==> src/hdl/usc_pkg.sv <==
// Package: addresses, field positions, reset values and counts of the shadow control block
package usc_pkg;

    // Register byte addresses
    localparam logic [31:0] ADDR_RX_LEVEL   = 32'h50001084;
    localparam logic [31:0] ADDR_FIFO_RST   = 32'h50001088;
    localparam logic [31:0] ADDR_RTS_SHADOW = 32'h5000108c;
    localparam logic [31:0] ADDR_BRK_SHADOW = 32'h50001090;
    localparam logic [31:0] ADDR_MODEM_CTRL = 32'h500010c0;
    localparam logic [31:0] ADDR_LINE_CTRL  = 32'h500010c4;
    localparam logic [31:0] ADDR_FIFO_CTRL  = 32'h500010c8;

    // Field positions
    localparam int FRST_TX_BIT   = 2;
    localparam int FRST_RX_BIT   = 1;
    localparam int FRST_UART_BIT = 0;
    localparam int SHADOW_BIT    = 0;
    localparam int MCR_RTS_BIT   = 1;
    localparam int MCR_LOOP_BIT  = 4;
    localparam int MCR_AFC_BIT   = 5;
    localparam int MCR_SIR_BIT   = 6;
    localparam int LCR_BRK_BIT   = 6;
    localparam int FCR_EN_BIT    = 0;
    localparam int FCR_RXC_BIT   = 1;
    localparam int FCR_TXC_BIT   = 2;
    localparam int FCR_TRIG_LO   = 6;
    localparam int FCR_TRIG_HI   = 7;

    // Values after reset
    localparam logic        RST_BIT   = 1'b0;
    localparam logic [31:0] RST_WORD  = 32'h00000000;

    // Counts
    localparam int FIFO_DEPTH     = 16;
    localparam int SIR_BRK_PERIOD = 16;

    // Receive trigger coding
    typedef enum logic [1:0] {
        TRIG_ONE       = 2'h0,
        TRIG_QUARTER   = 2'h1,
        TRIG_HALF      = 2'h2,
        TRIG_TWO_SHORT = 2'h3
    } usc_trig_e;

endpackage

==> src/hdl/usc_ctrl_if.sv <==
// Interface: control state passed from the register file to the line driver
`timescale 1ns/1ps
`default_nettype none
interface usc_ctrl_if;
    logic                rts;
    logic                brk;
    logic                loop;
    logic                afc;
    logic                fifo_en;
    logic                sir;
    usc_pkg::usc_trig_e  trig;

    modport regs (output rts, brk, loop, afc, fifo_en, sir, trig);
    modport line (input rts, brk, loop, afc, fifo_en, sir, trig);
endinterface
`default_nettype wire

==> src/hdl/usc_line_drive.sv <==
// Line driver: request-to-send, serial and infrared outputs with loopback paths
`timescale 1ns/1ps
`default_nettype none
module usc_line_drive #(
    parameter int DEPTH      = usc_pkg::FIFO_DEPTH,
    parameter int SIR_PERIOD = usc_pkg::SIR_BRK_PERIOD
) (
    // Clock and controller reset
    input  wire logic        hclk,
    input  wire logic        rst_n,
    // Control state
    usc_ctrl_if.line         ctl,
    // Datapath inputs
    input  wire logic [15:0] rx_level,
    input  wire logic        tx_serial,
    input  wire logic        ir_tx_n,
    // Line outputs
    output logic             rts_n,
    output logic             sout,
    output logic             sir_out_n,
    output logic             loop_cts,
    output logic             loop_rx
);

    logic [15:0] thr;
    logic        above;
    logic [7:0]  sir_cnt;
    logic        sir_brk;

    always_comb begin
        unique case (ctl.trig)
            usc_pkg::TRIG_ONE:       thr = 16'h0001;
            usc_pkg::TRIG_QUARTER:   thr = 16'(DEPTH / 4);
            usc_pkg::TRIG_HALF:      thr = 16'(DEPTH / 2);
            usc_pkg::TRIG_TWO_SHORT: thr = 16'(DEPTH - 2);
        endcase
    end

    assign above   = rx_level >= thr;
    assign sir_brk = ctl.sir && ctl.brk && !ctl.loop;

    ////////////////////////////////////////////////////////////////////////////
    // Outputs are held idle while the controller reset is on
    always_ff @(posedge hclk or negedge rst_n) begin
        if (!rst_n) begin
            rts_n    <= 1'b1;
            sout     <= 1'b1;
            loop_cts <= 1'b0;
            loop_rx  <= 1'b1;
        end else begin
            rts_n    <= ctl.loop || !ctl.rts ||
                        (ctl.afc && ctl.fifo_en && above);
            sout     <= ctl.loop || (!ctl.brk && tx_serial);
            loop_cts <= ctl.loop && ctl.rts;
            loop_rx  <= !ctl.loop || (!ctl.brk && tx_serial);
        end
    end

    // Break in infrared mode gives one low cycle per period
    always_ff @(posedge hclk or negedge rst_n) begin
        if (!rst_n) begin
            sir_cnt   <= 8'h00;
            sir_out_n <= 1'b1;
        end else begin
            if (!sir_brk || sir_cnt == 8'(SIR_PERIOD - 1)) begin
                sir_cnt <= 8'h00;
            end else begin
                sir_cnt <= sir_cnt + 8'h01;
            end
            if (ctl.loop) begin
                sir_out_n <= 1'b1;
            end else if (sir_brk) begin
                sir_out_n <= sir_cnt != 8'h00;
            end else begin
                sir_out_n <= ir_tx_n;
            end
        end
    end
endmodule // usc_line_drive
`default_nettype wire

==> src/hdl/usc_shadow_regs.sv <==
// Top: shadow control registers on AHB-Lite with FIFO clears, controller reset and line control
`timescale 1ns/1ps
`default_nettype none

// Operation
// - The receive level register shows the current receive FIFO entry count straight from rx_fifo_level and has no reset value.
// - A one written to bit 2 of the reset register pulses the transmit FIFO clear for one cycle.
// - A one written to bit 1 of the reset register pulses the receive FIFO clear for one cycle.
// - The transmit clear behaves exactly like the transmit clear bit of the FIFO control register.
// - The receive clear behaves exactly like the receive clear bit of the FIFO control register.
// - A one written to bit 0 asserts the controller reset at once and releases it on the clock.
// - The controller reset clears the control state and the line logic of every domain.
// - The rts shadow bit and the rts bit of the modem control register are one flip-flop.
// - Outside loopback and without auto flow control rts_n is low exactly while the rts bit is set.
// - With auto flow control and FIFOs on, rts_n goes high while the receive level reaches the trigger.
// - In loopback rts_n stays high and the rts bit is returned on an internal input.
// - The break shadow bit and the break bit of the line control register are one flip-flop.
// - Outside loopback a set break bit holds the serial output low until it is cleared.
// - In infrared mode a set break bit pulses the infrared output continuously.
// - In loopback a set break bit is sent to the own receiver path instead of the pin.
// - The trigger code selects one entry, quarter, half or two short of full.
module usc_shadow_regs #(
    parameter int DEPTH      = usc_pkg::FIFO_DEPTH,
    parameter int SIR_PERIOD = usc_pkg::SIR_BRK_PERIOD
) (
    // Clock and reset
    input  wire logic        hclk,
    input  wire logic        hresetn,
    // AHB-Lite slave
    input  wire logic        hsel,
    input  wire logic [31:0] haddr,
    input  wire logic [1:0]  htrans,
    input  wire logic [2:0]  hsize,
    input  wire logic        hwrite,
    input  wire logic        hready,
    input  wire logic [31:0] hwdata,
    output logic             hreadyout,
    output logic             hresp,
    output logic [31:0]      hrdata,
    // FIFO datapath
    input  wire logic [15:0] rx_fifo_level,
    input  wire logic        tx_serial,
    input  wire logic        ir_tx_n,
    output logic             tx_fifo_clear,
    output logic             rx_fifo_clear,
    // Controller reset
    output logic             uart_rst_n,
    // Line side
    output logic             rts_n,
    output logic             sout,
    output logic             sir_out_n,
    output logic             loop_cts,
    output logic             loop_rx
);

    usc_ctrl_if ctl ();

    logic        take;
    logic        dph_wr;
    logic [31:0] dph_addr;
    logic        wr_frst;
    logic        wr_srts;
    logic        wr_sbcr;
    logic        wr_mcr;
    logic        wr_lcr;
    logic        wr_fcr;
    logic        ur_req;
    logic        rst_src_n;
    logic        rst_meta;
    logic [31:0] rd_word;

    logic                next_rts;
    logic                next_brk;
    logic                next_loop;
    logic                next_afc;
    logic                next_sir;
    logic                next_fifo_en;
    usc_pkg::usc_trig_e  next_trig;

    ////////////////////////////////////////////////////////////////////////////
    // Bus address phase; only whole-word writes reach the registers
    assign take = hsel && hready && htrans[1];

    always_ff @(posedge hclk or negedge hresetn) begin
        if (!hresetn) begin
            dph_wr   <= 1'b0;
            dph_addr <= usc_pkg::RST_WORD;
        end else if (take) begin
            dph_wr   <= hwrite && hsize == 3'h2;
            dph_addr <= haddr;
        end else begin
            dph_wr   <= 1'b0;
        end
    end

    // Zero wait states, always OKAY
    always_ff @(posedge hclk or negedge hresetn) begin
        if (!hresetn) begin
            hreadyout <= 1'b0;
            hresp     <= 1'b0;
        end else begin
            hreadyout <= 1'b1;
            hresp     <= 1'b0;
        end
    end

    ////////////////////////////////////////////////////////////////////////////
    // Data phase write strobes
    assign wr_frst = dph_wr && dph_addr == usc_pkg::ADDR_FIFO_RST;
    assign wr_srts = dph_wr && dph_addr == usc_pkg::ADDR_RTS_SHADOW;
    assign wr_sbcr = dph_wr && dph_addr == usc_pkg::ADDR_BRK_SHADOW;
    assign wr_mcr  = dph_wr && dph_addr == usc_pkg::ADDR_MODEM_CTRL;
    assign wr_lcr  = dph_wr && dph_addr == usc_pkg::ADDR_LINE_CTRL;
    assign wr_fcr  = dph_wr && dph_addr == usc_pkg::ADDR_FIFO_CTRL;

    ////////////////////////////////////////////////////////////////////////////
    // Next control state; reads use it so a read right behind a write is fresh
    always_comb begin
        next_rts     = ctl.rts;
        next_brk     = ctl.brk;
        next_loop    = ctl.loop;
        next_afc     = ctl.afc;
        next_sir     = ctl.sir;
        next_fifo_en = ctl.fifo_en;
        next_trig    = ctl.trig;
        if (wr_mcr) begin
            next_rts  = hwdata[usc_pkg::MCR_RTS_BIT];
            next_loop = hwdata[usc_pkg::MCR_LOOP_BIT];
            next_afc  = hwdata[usc_pkg::MCR_AFC_BIT];
            next_sir  = hwdata[usc_pkg::MCR_SIR_BIT];
        end
        if (wr_srts) begin
            next_rts = hwdata[usc_pkg::SHADOW_BIT];
        end
        if (wr_lcr) begin
            next_brk = hwdata[usc_pkg::LCR_BRK_BIT];
        end
        if (wr_sbcr) begin
            next_brk = hwdata[usc_pkg::SHADOW_BIT];
        end
        if (wr_fcr) begin
            next_fifo_en = hwdata[usc_pkg::FCR_EN_BIT];
            next_trig    = usc_pkg::usc_trig_e'(hwdata[usc_pkg::FCR_TRIG_HI:usc_pkg::FCR_TRIG_LO]);
        end
    end

    // The controller reset also clears the control bits, as a real UART reset would
    always_ff @(posedge hclk or negedge hresetn) begin
        if (!hresetn) begin
            ctl.rts     <= usc_pkg::RST_BIT;
            ctl.brk     <= usc_pkg::RST_BIT;
            ctl.loop    <= usc_pkg::RST_BIT;
            ctl.afc     <= usc_pkg::RST_BIT;
            ctl.sir     <= usc_pkg::RST_BIT;
            ctl.fifo_en <= usc_pkg::RST_BIT;
            ctl.trig    <= usc_pkg::TRIG_ONE;
        end else if (!uart_rst_n) begin
            ctl.rts     <= usc_pkg::RST_BIT;
            ctl.brk     <= usc_pkg::RST_BIT;
            ctl.loop    <= usc_pkg::RST_BIT;
            ctl.afc     <= usc_pkg::RST_BIT;
            ctl.sir     <= usc_pkg::RST_BIT;
            ctl.fifo_en <= usc_pkg::RST_BIT;
            ctl.trig    <= usc_pkg::TRIG_ONE;
        end else begin
            ctl.rts     <= next_rts;
            ctl.brk     <= next_brk;
            ctl.loop    <= next_loop;
            ctl.afc     <= next_afc;
            ctl.sir     <= next_sir;
            ctl.fifo_en <= next_fifo_en;
            ctl.trig    <= next_trig;
        end
    end

    ////////////////////////////////////////////////////////////////////////////
    // Self-clearing FIFO clears; both registers drive the same pulse
    always_ff @(posedge hclk or negedge hresetn) begin
        if (!hresetn) begin
            tx_fifo_clear <= 1'b0;
            rx_fifo_clear <= 1'b0;
        end else begin
            tx_fifo_clear <= (wr_frst && hwdata[usc_pkg::FRST_TX_BIT]) ||
                             (wr_fcr && hwdata[usc_pkg::FCR_TXC_BIT]);
            rx_fifo_clear <= (wr_frst && hwdata[usc_pkg::FRST_RX_BIT]) ||
                             (wr_fcr && hwdata[usc_pkg::FCR_RXC_BIT]);
        end
    end

    ////////////////////////////////////////////////////////////////////////////
    // Controller reset: request is a flop so the async source is glitch free
    always_ff @(posedge hclk or negedge hresetn) begin
        if (!hresetn) begin
            ur_req <= 1'b0;
        end else begin
            ur_req <= wr_frst && hwdata[usc_pkg::FRST_UART_BIT];
        end
    end

    assign rst_src_n = hresetn && !ur_req;

    always_ff @(posedge hclk or negedge rst_src_n) begin
        if (!rst_src_n) begin
            rst_meta   <= 1'b0;
            uart_rst_n <= 1'b0;
        end else begin
            rst_meta   <= 1'b1;
            uart_rst_n <= rst_meta;
        end
    end

    ////////////////////////////////////////////////////////////////////////////
    // Read mux; write-only and unmapped words read zero
    always_comb begin
        rd_word = usc_pkg::RST_WORD;
        unique case (haddr)
            usc_pkg::ADDR_RX_LEVEL: begin
                rd_word[15:0] = rx_fifo_level;
            end
            usc_pkg::ADDR_RTS_SHADOW: begin
                rd_word[usc_pkg::SHADOW_BIT] = next_rts;
            end
            usc_pkg::ADDR_BRK_SHADOW: begin
                rd_word[usc_pkg::SHADOW_BIT] = next_brk;
            end
            usc_pkg::ADDR_MODEM_CTRL: begin
                rd_word[usc_pkg::MCR_RTS_BIT]  = next_rts;
                rd_word[usc_pkg::MCR_LOOP_BIT] = next_loop;
                rd_word[usc_pkg::MCR_AFC_BIT]  = next_afc;
                rd_word[usc_pkg::MCR_SIR_BIT]  = next_sir;
            end
            usc_pkg::ADDR_LINE_CTRL: begin
                rd_word[usc_pkg::LCR_BRK_BIT] = next_brk;
            end
            usc_pkg::ADDR_FIFO_CTRL: begin
                rd_word[usc_pkg::FCR_EN_BIT] = next_fifo_en;
                rd_word[usc_pkg::FCR_TRIG_HI:usc_pkg::FCR_TRIG_LO] = next_trig;
            end
            default: begin
                rd_word = usc_pkg::RST_WORD;
            end
        endcase
    end

    always_ff @(posedge hclk or negedge hresetn) begin
        if (!hresetn) begin
            hrdata <= usc_pkg::RST_WORD;
        end else if (take && !hwrite) begin
            hrdata <= rd_word;
        end else begin
            hrdata <= usc_pkg::RST_WORD;
        end
    end

    ////////////////////////////////////////////////////////////////////////////
    // Line driver runs under the controller reset
    usc_line_drive #(
        .DEPTH      (DEPTH),
        .SIR_PERIOD (SIR_PERIOD)
    ) u_line (
        .hclk      (hclk),
        .rst_n     (uart_rst_n),
        .ctl       (ctl.line),
        .rx_level  (rx_fifo_level),
        .tx_serial (tx_serial),
        .ir_tx_n   (ir_tx_n),
        .rts_n     (rts_n),
        .sout      (sout),
        .sir_out_n (sir_out_n),
        .loop_cts  (loop_cts),
        .loop_rx   (loop_rx)
    );
endmodule // usc_shadow_regs
`default_nettype wire

==> config.mk <==
export PLATFORM = sky130hd
export DESIGN_NAME = usc_shadow_regs
export DESIGN_NICKNAME = d
export VERILOG_FILES = /design/src/hdl/usc_pkg.sv /design/src/hdl/usc_ctrl_if.sv /design/src/hdl/usc_line_drive.sv /design/src/hdl/usc_shadow_regs.sv
export SDC_FILE = /design/constraint.sdc
export NUM_CORES = 1
export LEC_CHECK = 0
export BUFFER_PORTS_ARGS = -buffer_cell sky130_fd_sc_hd__buf_2
export CELL_PAD_IN_SITES_DETAIL_PLACEMENT = 1
export CELL_PAD_IN_SITES_GLOBAL_PLACEMENT = 2
export CORE_ASPECT_RATIO = 0.8
export CORE_MARGIN = 10
export CORE_UTILIZATION = 33
export CTS_CLUSTER_DIAMETER = 80
export DETAILED_ROUTE_END_ITERATION = 7
export HOLD_SLACK_MARGIN = 0.05
export PLACE_DENSITY = 0.95
export SYNTH_ARGS = -nofsm -noshare
export SYNTH_HDL_FRONTEND = slang
export SYNTH_HIERARCHICAL = 1
export SYNTH_SLANG_ARGS = --single-unit
==> constraint.sdc <==
create_clock -name hclk -period 2.5 [get_ports hclk]
set_clock_uncertainty 0.2 [all_clocks]
set_input_delay 0.5 -clock hclk [delete_from_list [all_inputs] [get_ports hclk]]
set_output_delay 0.5 -clock hclk [all_outputs]
set_load 0.1 [all_outputs]
==> metrics <==
Area growth syn-to-layout=34.3%; worst skew pair latency=0.33 ns; RD Place Congestion=0.808; row cnt=33; synth top area cells=dfrtp_1, mux2_2, buf_4, and2_1, dfstp_2; GRT Residual Overflow=0; NumNets Final=522; first-pass GRT wire length=16000 um; Sw Share=26.5%; Met2 Routed Length=5620 um; max-slew violations=0; commonest cells in the netlist=dfrtp_1, mux2_2, and2_1, buf_4; CP endpoint kind=flop; Starting Density=34.4%; Fmax=396 MHz; Worst VDD drop=0.323 mV; register area share after synthesis=53.1%; failing checks=negative setup slack; full die area=15500 sq um; crit-path max cell delay=0.57 ns; Clk network pwr share=42.7%; layout cells sized above 1=45.5%; clock transition at the registers of the reported paths=0.06 ns; vias in the first global route=3103; Synth Area in Compound Gates=4.98%; Met3 Routed Length=852 um; Post-Syn Instances=296; HP Class=reg -> reg; CP required=2.56 ns; top_reg_cell synth=dfrtp_1; GR Util All Layers=13.0%; Static Leak=0.00223 uW; net switching power=871 uW; most frequent cell after synthesis=dfrtp_1; worst-case clock buffer depth=2; main combinational cell family by area after synthesis=simple AND/OR/NAND/NOR gates; Iter 0 DRT Violations=115; PD cells=681 nW/um^2; die width=137 um; fin crit share=101%; Metal-1 WL=4390 um; EDFF count, synth=0; # Max-Cap Violations=0; Die Y=113 um; critical setup path kind=reg -> reg; Async SR Flop Fraction=100%; # H-tree levels=3; vias per inst=4.95; largest net degree at the start of global routing=34; Synth top area share=50.1%; Crit-path slowest cell=or4_1; final setup vio count=2; yosys warns=6; DR top layer=met5; Internal=2410 uW; post-synthesis mux area share=11.8%; Routed WL=11000 um; Cell Area, Synth=3590 sq um; area share of fa/ha/maj cells after synthesis=2.09%; DR WL/cell=19.4 um; Tmin final=2.53 ns; worst rel slew slack=60.7%; Final ANT Viol Nets=0; measured slew at the worst slew-check pin=0.585 ns; core area=10400 sq um; via count=2822; cells along the critical path=nor4_1, buf_4, nand2_4, buf_12, nor4_4, a211oi_2, or4_1, a21oi_2; I/O pin count=134; CTS Buf Count=9; synth unique cells=52; Syn Area/Cell=12.1 sq um; Final WS setup=-0.0263 ns; Placed Cells=541; TritonRoute pass-1 iters=4; Layout Cells excl Fill=570; PortBufs=90; Clock Sinks=76; Logic pwr share=13.9%; clock root cell=clkbuf_16; Fin. Hold Viols=0; simple-gate share of the synthesized area=22.2%; XOR/XNOR Fraction of Synth Area=0.731%; outcome=finished with violations; DRC=0; register share of total power=43.5%; post-DP HPWL=8010 um; Yosys top cell by area=dfrtp_1; initial antenna violation count=2; Critical Path AT=2.59 ns; WHS=0.153 ns; Yosys reg bits=76; TritonCTS clock tree=done; Worst setup SP type=flop; worst-path fanout max=4
==> per-layer routing <==
layer | track usage (%) | vias up
li1 | - | 1299
met1 | 14.5 | 1403
met2 | 22.5 | 95
met3 | 4.73 | 23
met4 | 4.04 | 2
met5 | 0 | -
==> flip-flops by register name, indices dropped and copies added (netlist names), 2 cells and up <==
signal	flops
ctl.trig	2
u_line/sir_cnt	8
hrdata	16
dph_addr	32
==> metrics by stage <==
stage | utilization [%] | instance area [sq um] | setup WS [ns] | setup TNS, ns | total power (uW)
after floorplan | - | 3660 | 0.149 | 0 | 1730
after global placement | 41.1 | 4300 | -0.135 | -0.373 | 1840
after detailed placement | 41.1 | 4300 | -0.187 | -0.486 | 1870
after CTS | 44.8 | 4680 | -0.00415 | -0.00599 | 3300
after global routing | 46.2 | 4820 | -0.133 | -0.450 | 3420
final | 46.2 | 4830 | -0.0263 | -0.0391 | 3280
==> cell usage in the layout, fill, tap and decap left out, drive strengths merged, types with 2 or more instances in the layout <==
master,instances
a211o,2
a211oi,3
a21oi,6
a22oi,4
a31oi,2
and2,17
and3,2
buf,118
bufinv,2
clkbuf,11
clkinv,2
conb,19
dfrtp,72
dfstp,4
dlygate4sd3,3
ha,6
inv,9
mux2,36
mux2i,2
nand2,13
nand2b,7
nand3,6
nand3b,2
nand4,5
nor2,12
nor2b,4
nor3,6
nor3b,3
nor4,17
nor4b,5
o21ai,3
or2,2
or3,7
or4,4
xnor2,2
==> repair_timing <==
item	4_1_cts	5_1_grt
setup endpoints to repair	3	5
endpoints found under the hold margin	31	0
pin swaps	1	12
setup buffers	1	8
gates resized for setup	2	12
hold buffers	3	0
==> critical path: cells and delay by family (launching register included) <==
| family | cells | cell delay [ns] |
|---|---|---|
| AO/OA/AOI/OAI | 2 | 0.25 |
| buffers and inverters | 2 | 0.34 |
| flip-flops | 1 | 0.40 |
| AND/OR/NAND/NOR | 4 | 1.28 |
==> power by group through the flow <==
stage / combinational, uW / clock (uW) / sequential, uW
CTS: 437 / 1440 / 1420
detailed placement: 430 / 0 / 1440
global placement: 413 / 0 / 1430
floorplan: 286 / 0 / 1440
global route: 487 / 1500 / 1440
finish: 455 / 1400 / 1430
==> worst paths after layout <==
| path | startpoint | end | slack, ns | cells after the start |
|---|---|---|---|---|
| max in group asynchronous | hresetn | uart_rst_n | 0.99 | 3 |
| min in group asynchronous | hresetn | dph_addr[23] | 0.50 | 2 |
| min reg2reg | rst_meta | uart_rst_n | 0.15 | 0 |
| min | rst_meta | uart_rst_n | 0.15 | 0 |
| max | dph_addr[8] | hrdata[1] | -0.03 | 8 |
| max reg2reg | dph_addr[8] | hrdata[1] | -0.03 | 8 |
==> logic make-up after synthesis <==
family,Yosys count
simple gates,116
flops,76
mux,38
buf+inv,30
compound gates,25
fa+ha+maj,6
xor+xnor,3
other cells,2
==> layout make-up <==
type	instances	area [sq um]
Fill cell	1154	5620
Antenna cell	1	2.50
Tap cell	140	175
Multi-Input combinational cell	207	1660
Inverter	9	33.8
Clock inverter	5	85.1
Timing Repair Buffer	121	716
Clock buffer	11	243
Sequential cell	76	1910
No activity file was read; power rests on OpenSTA's default activity.
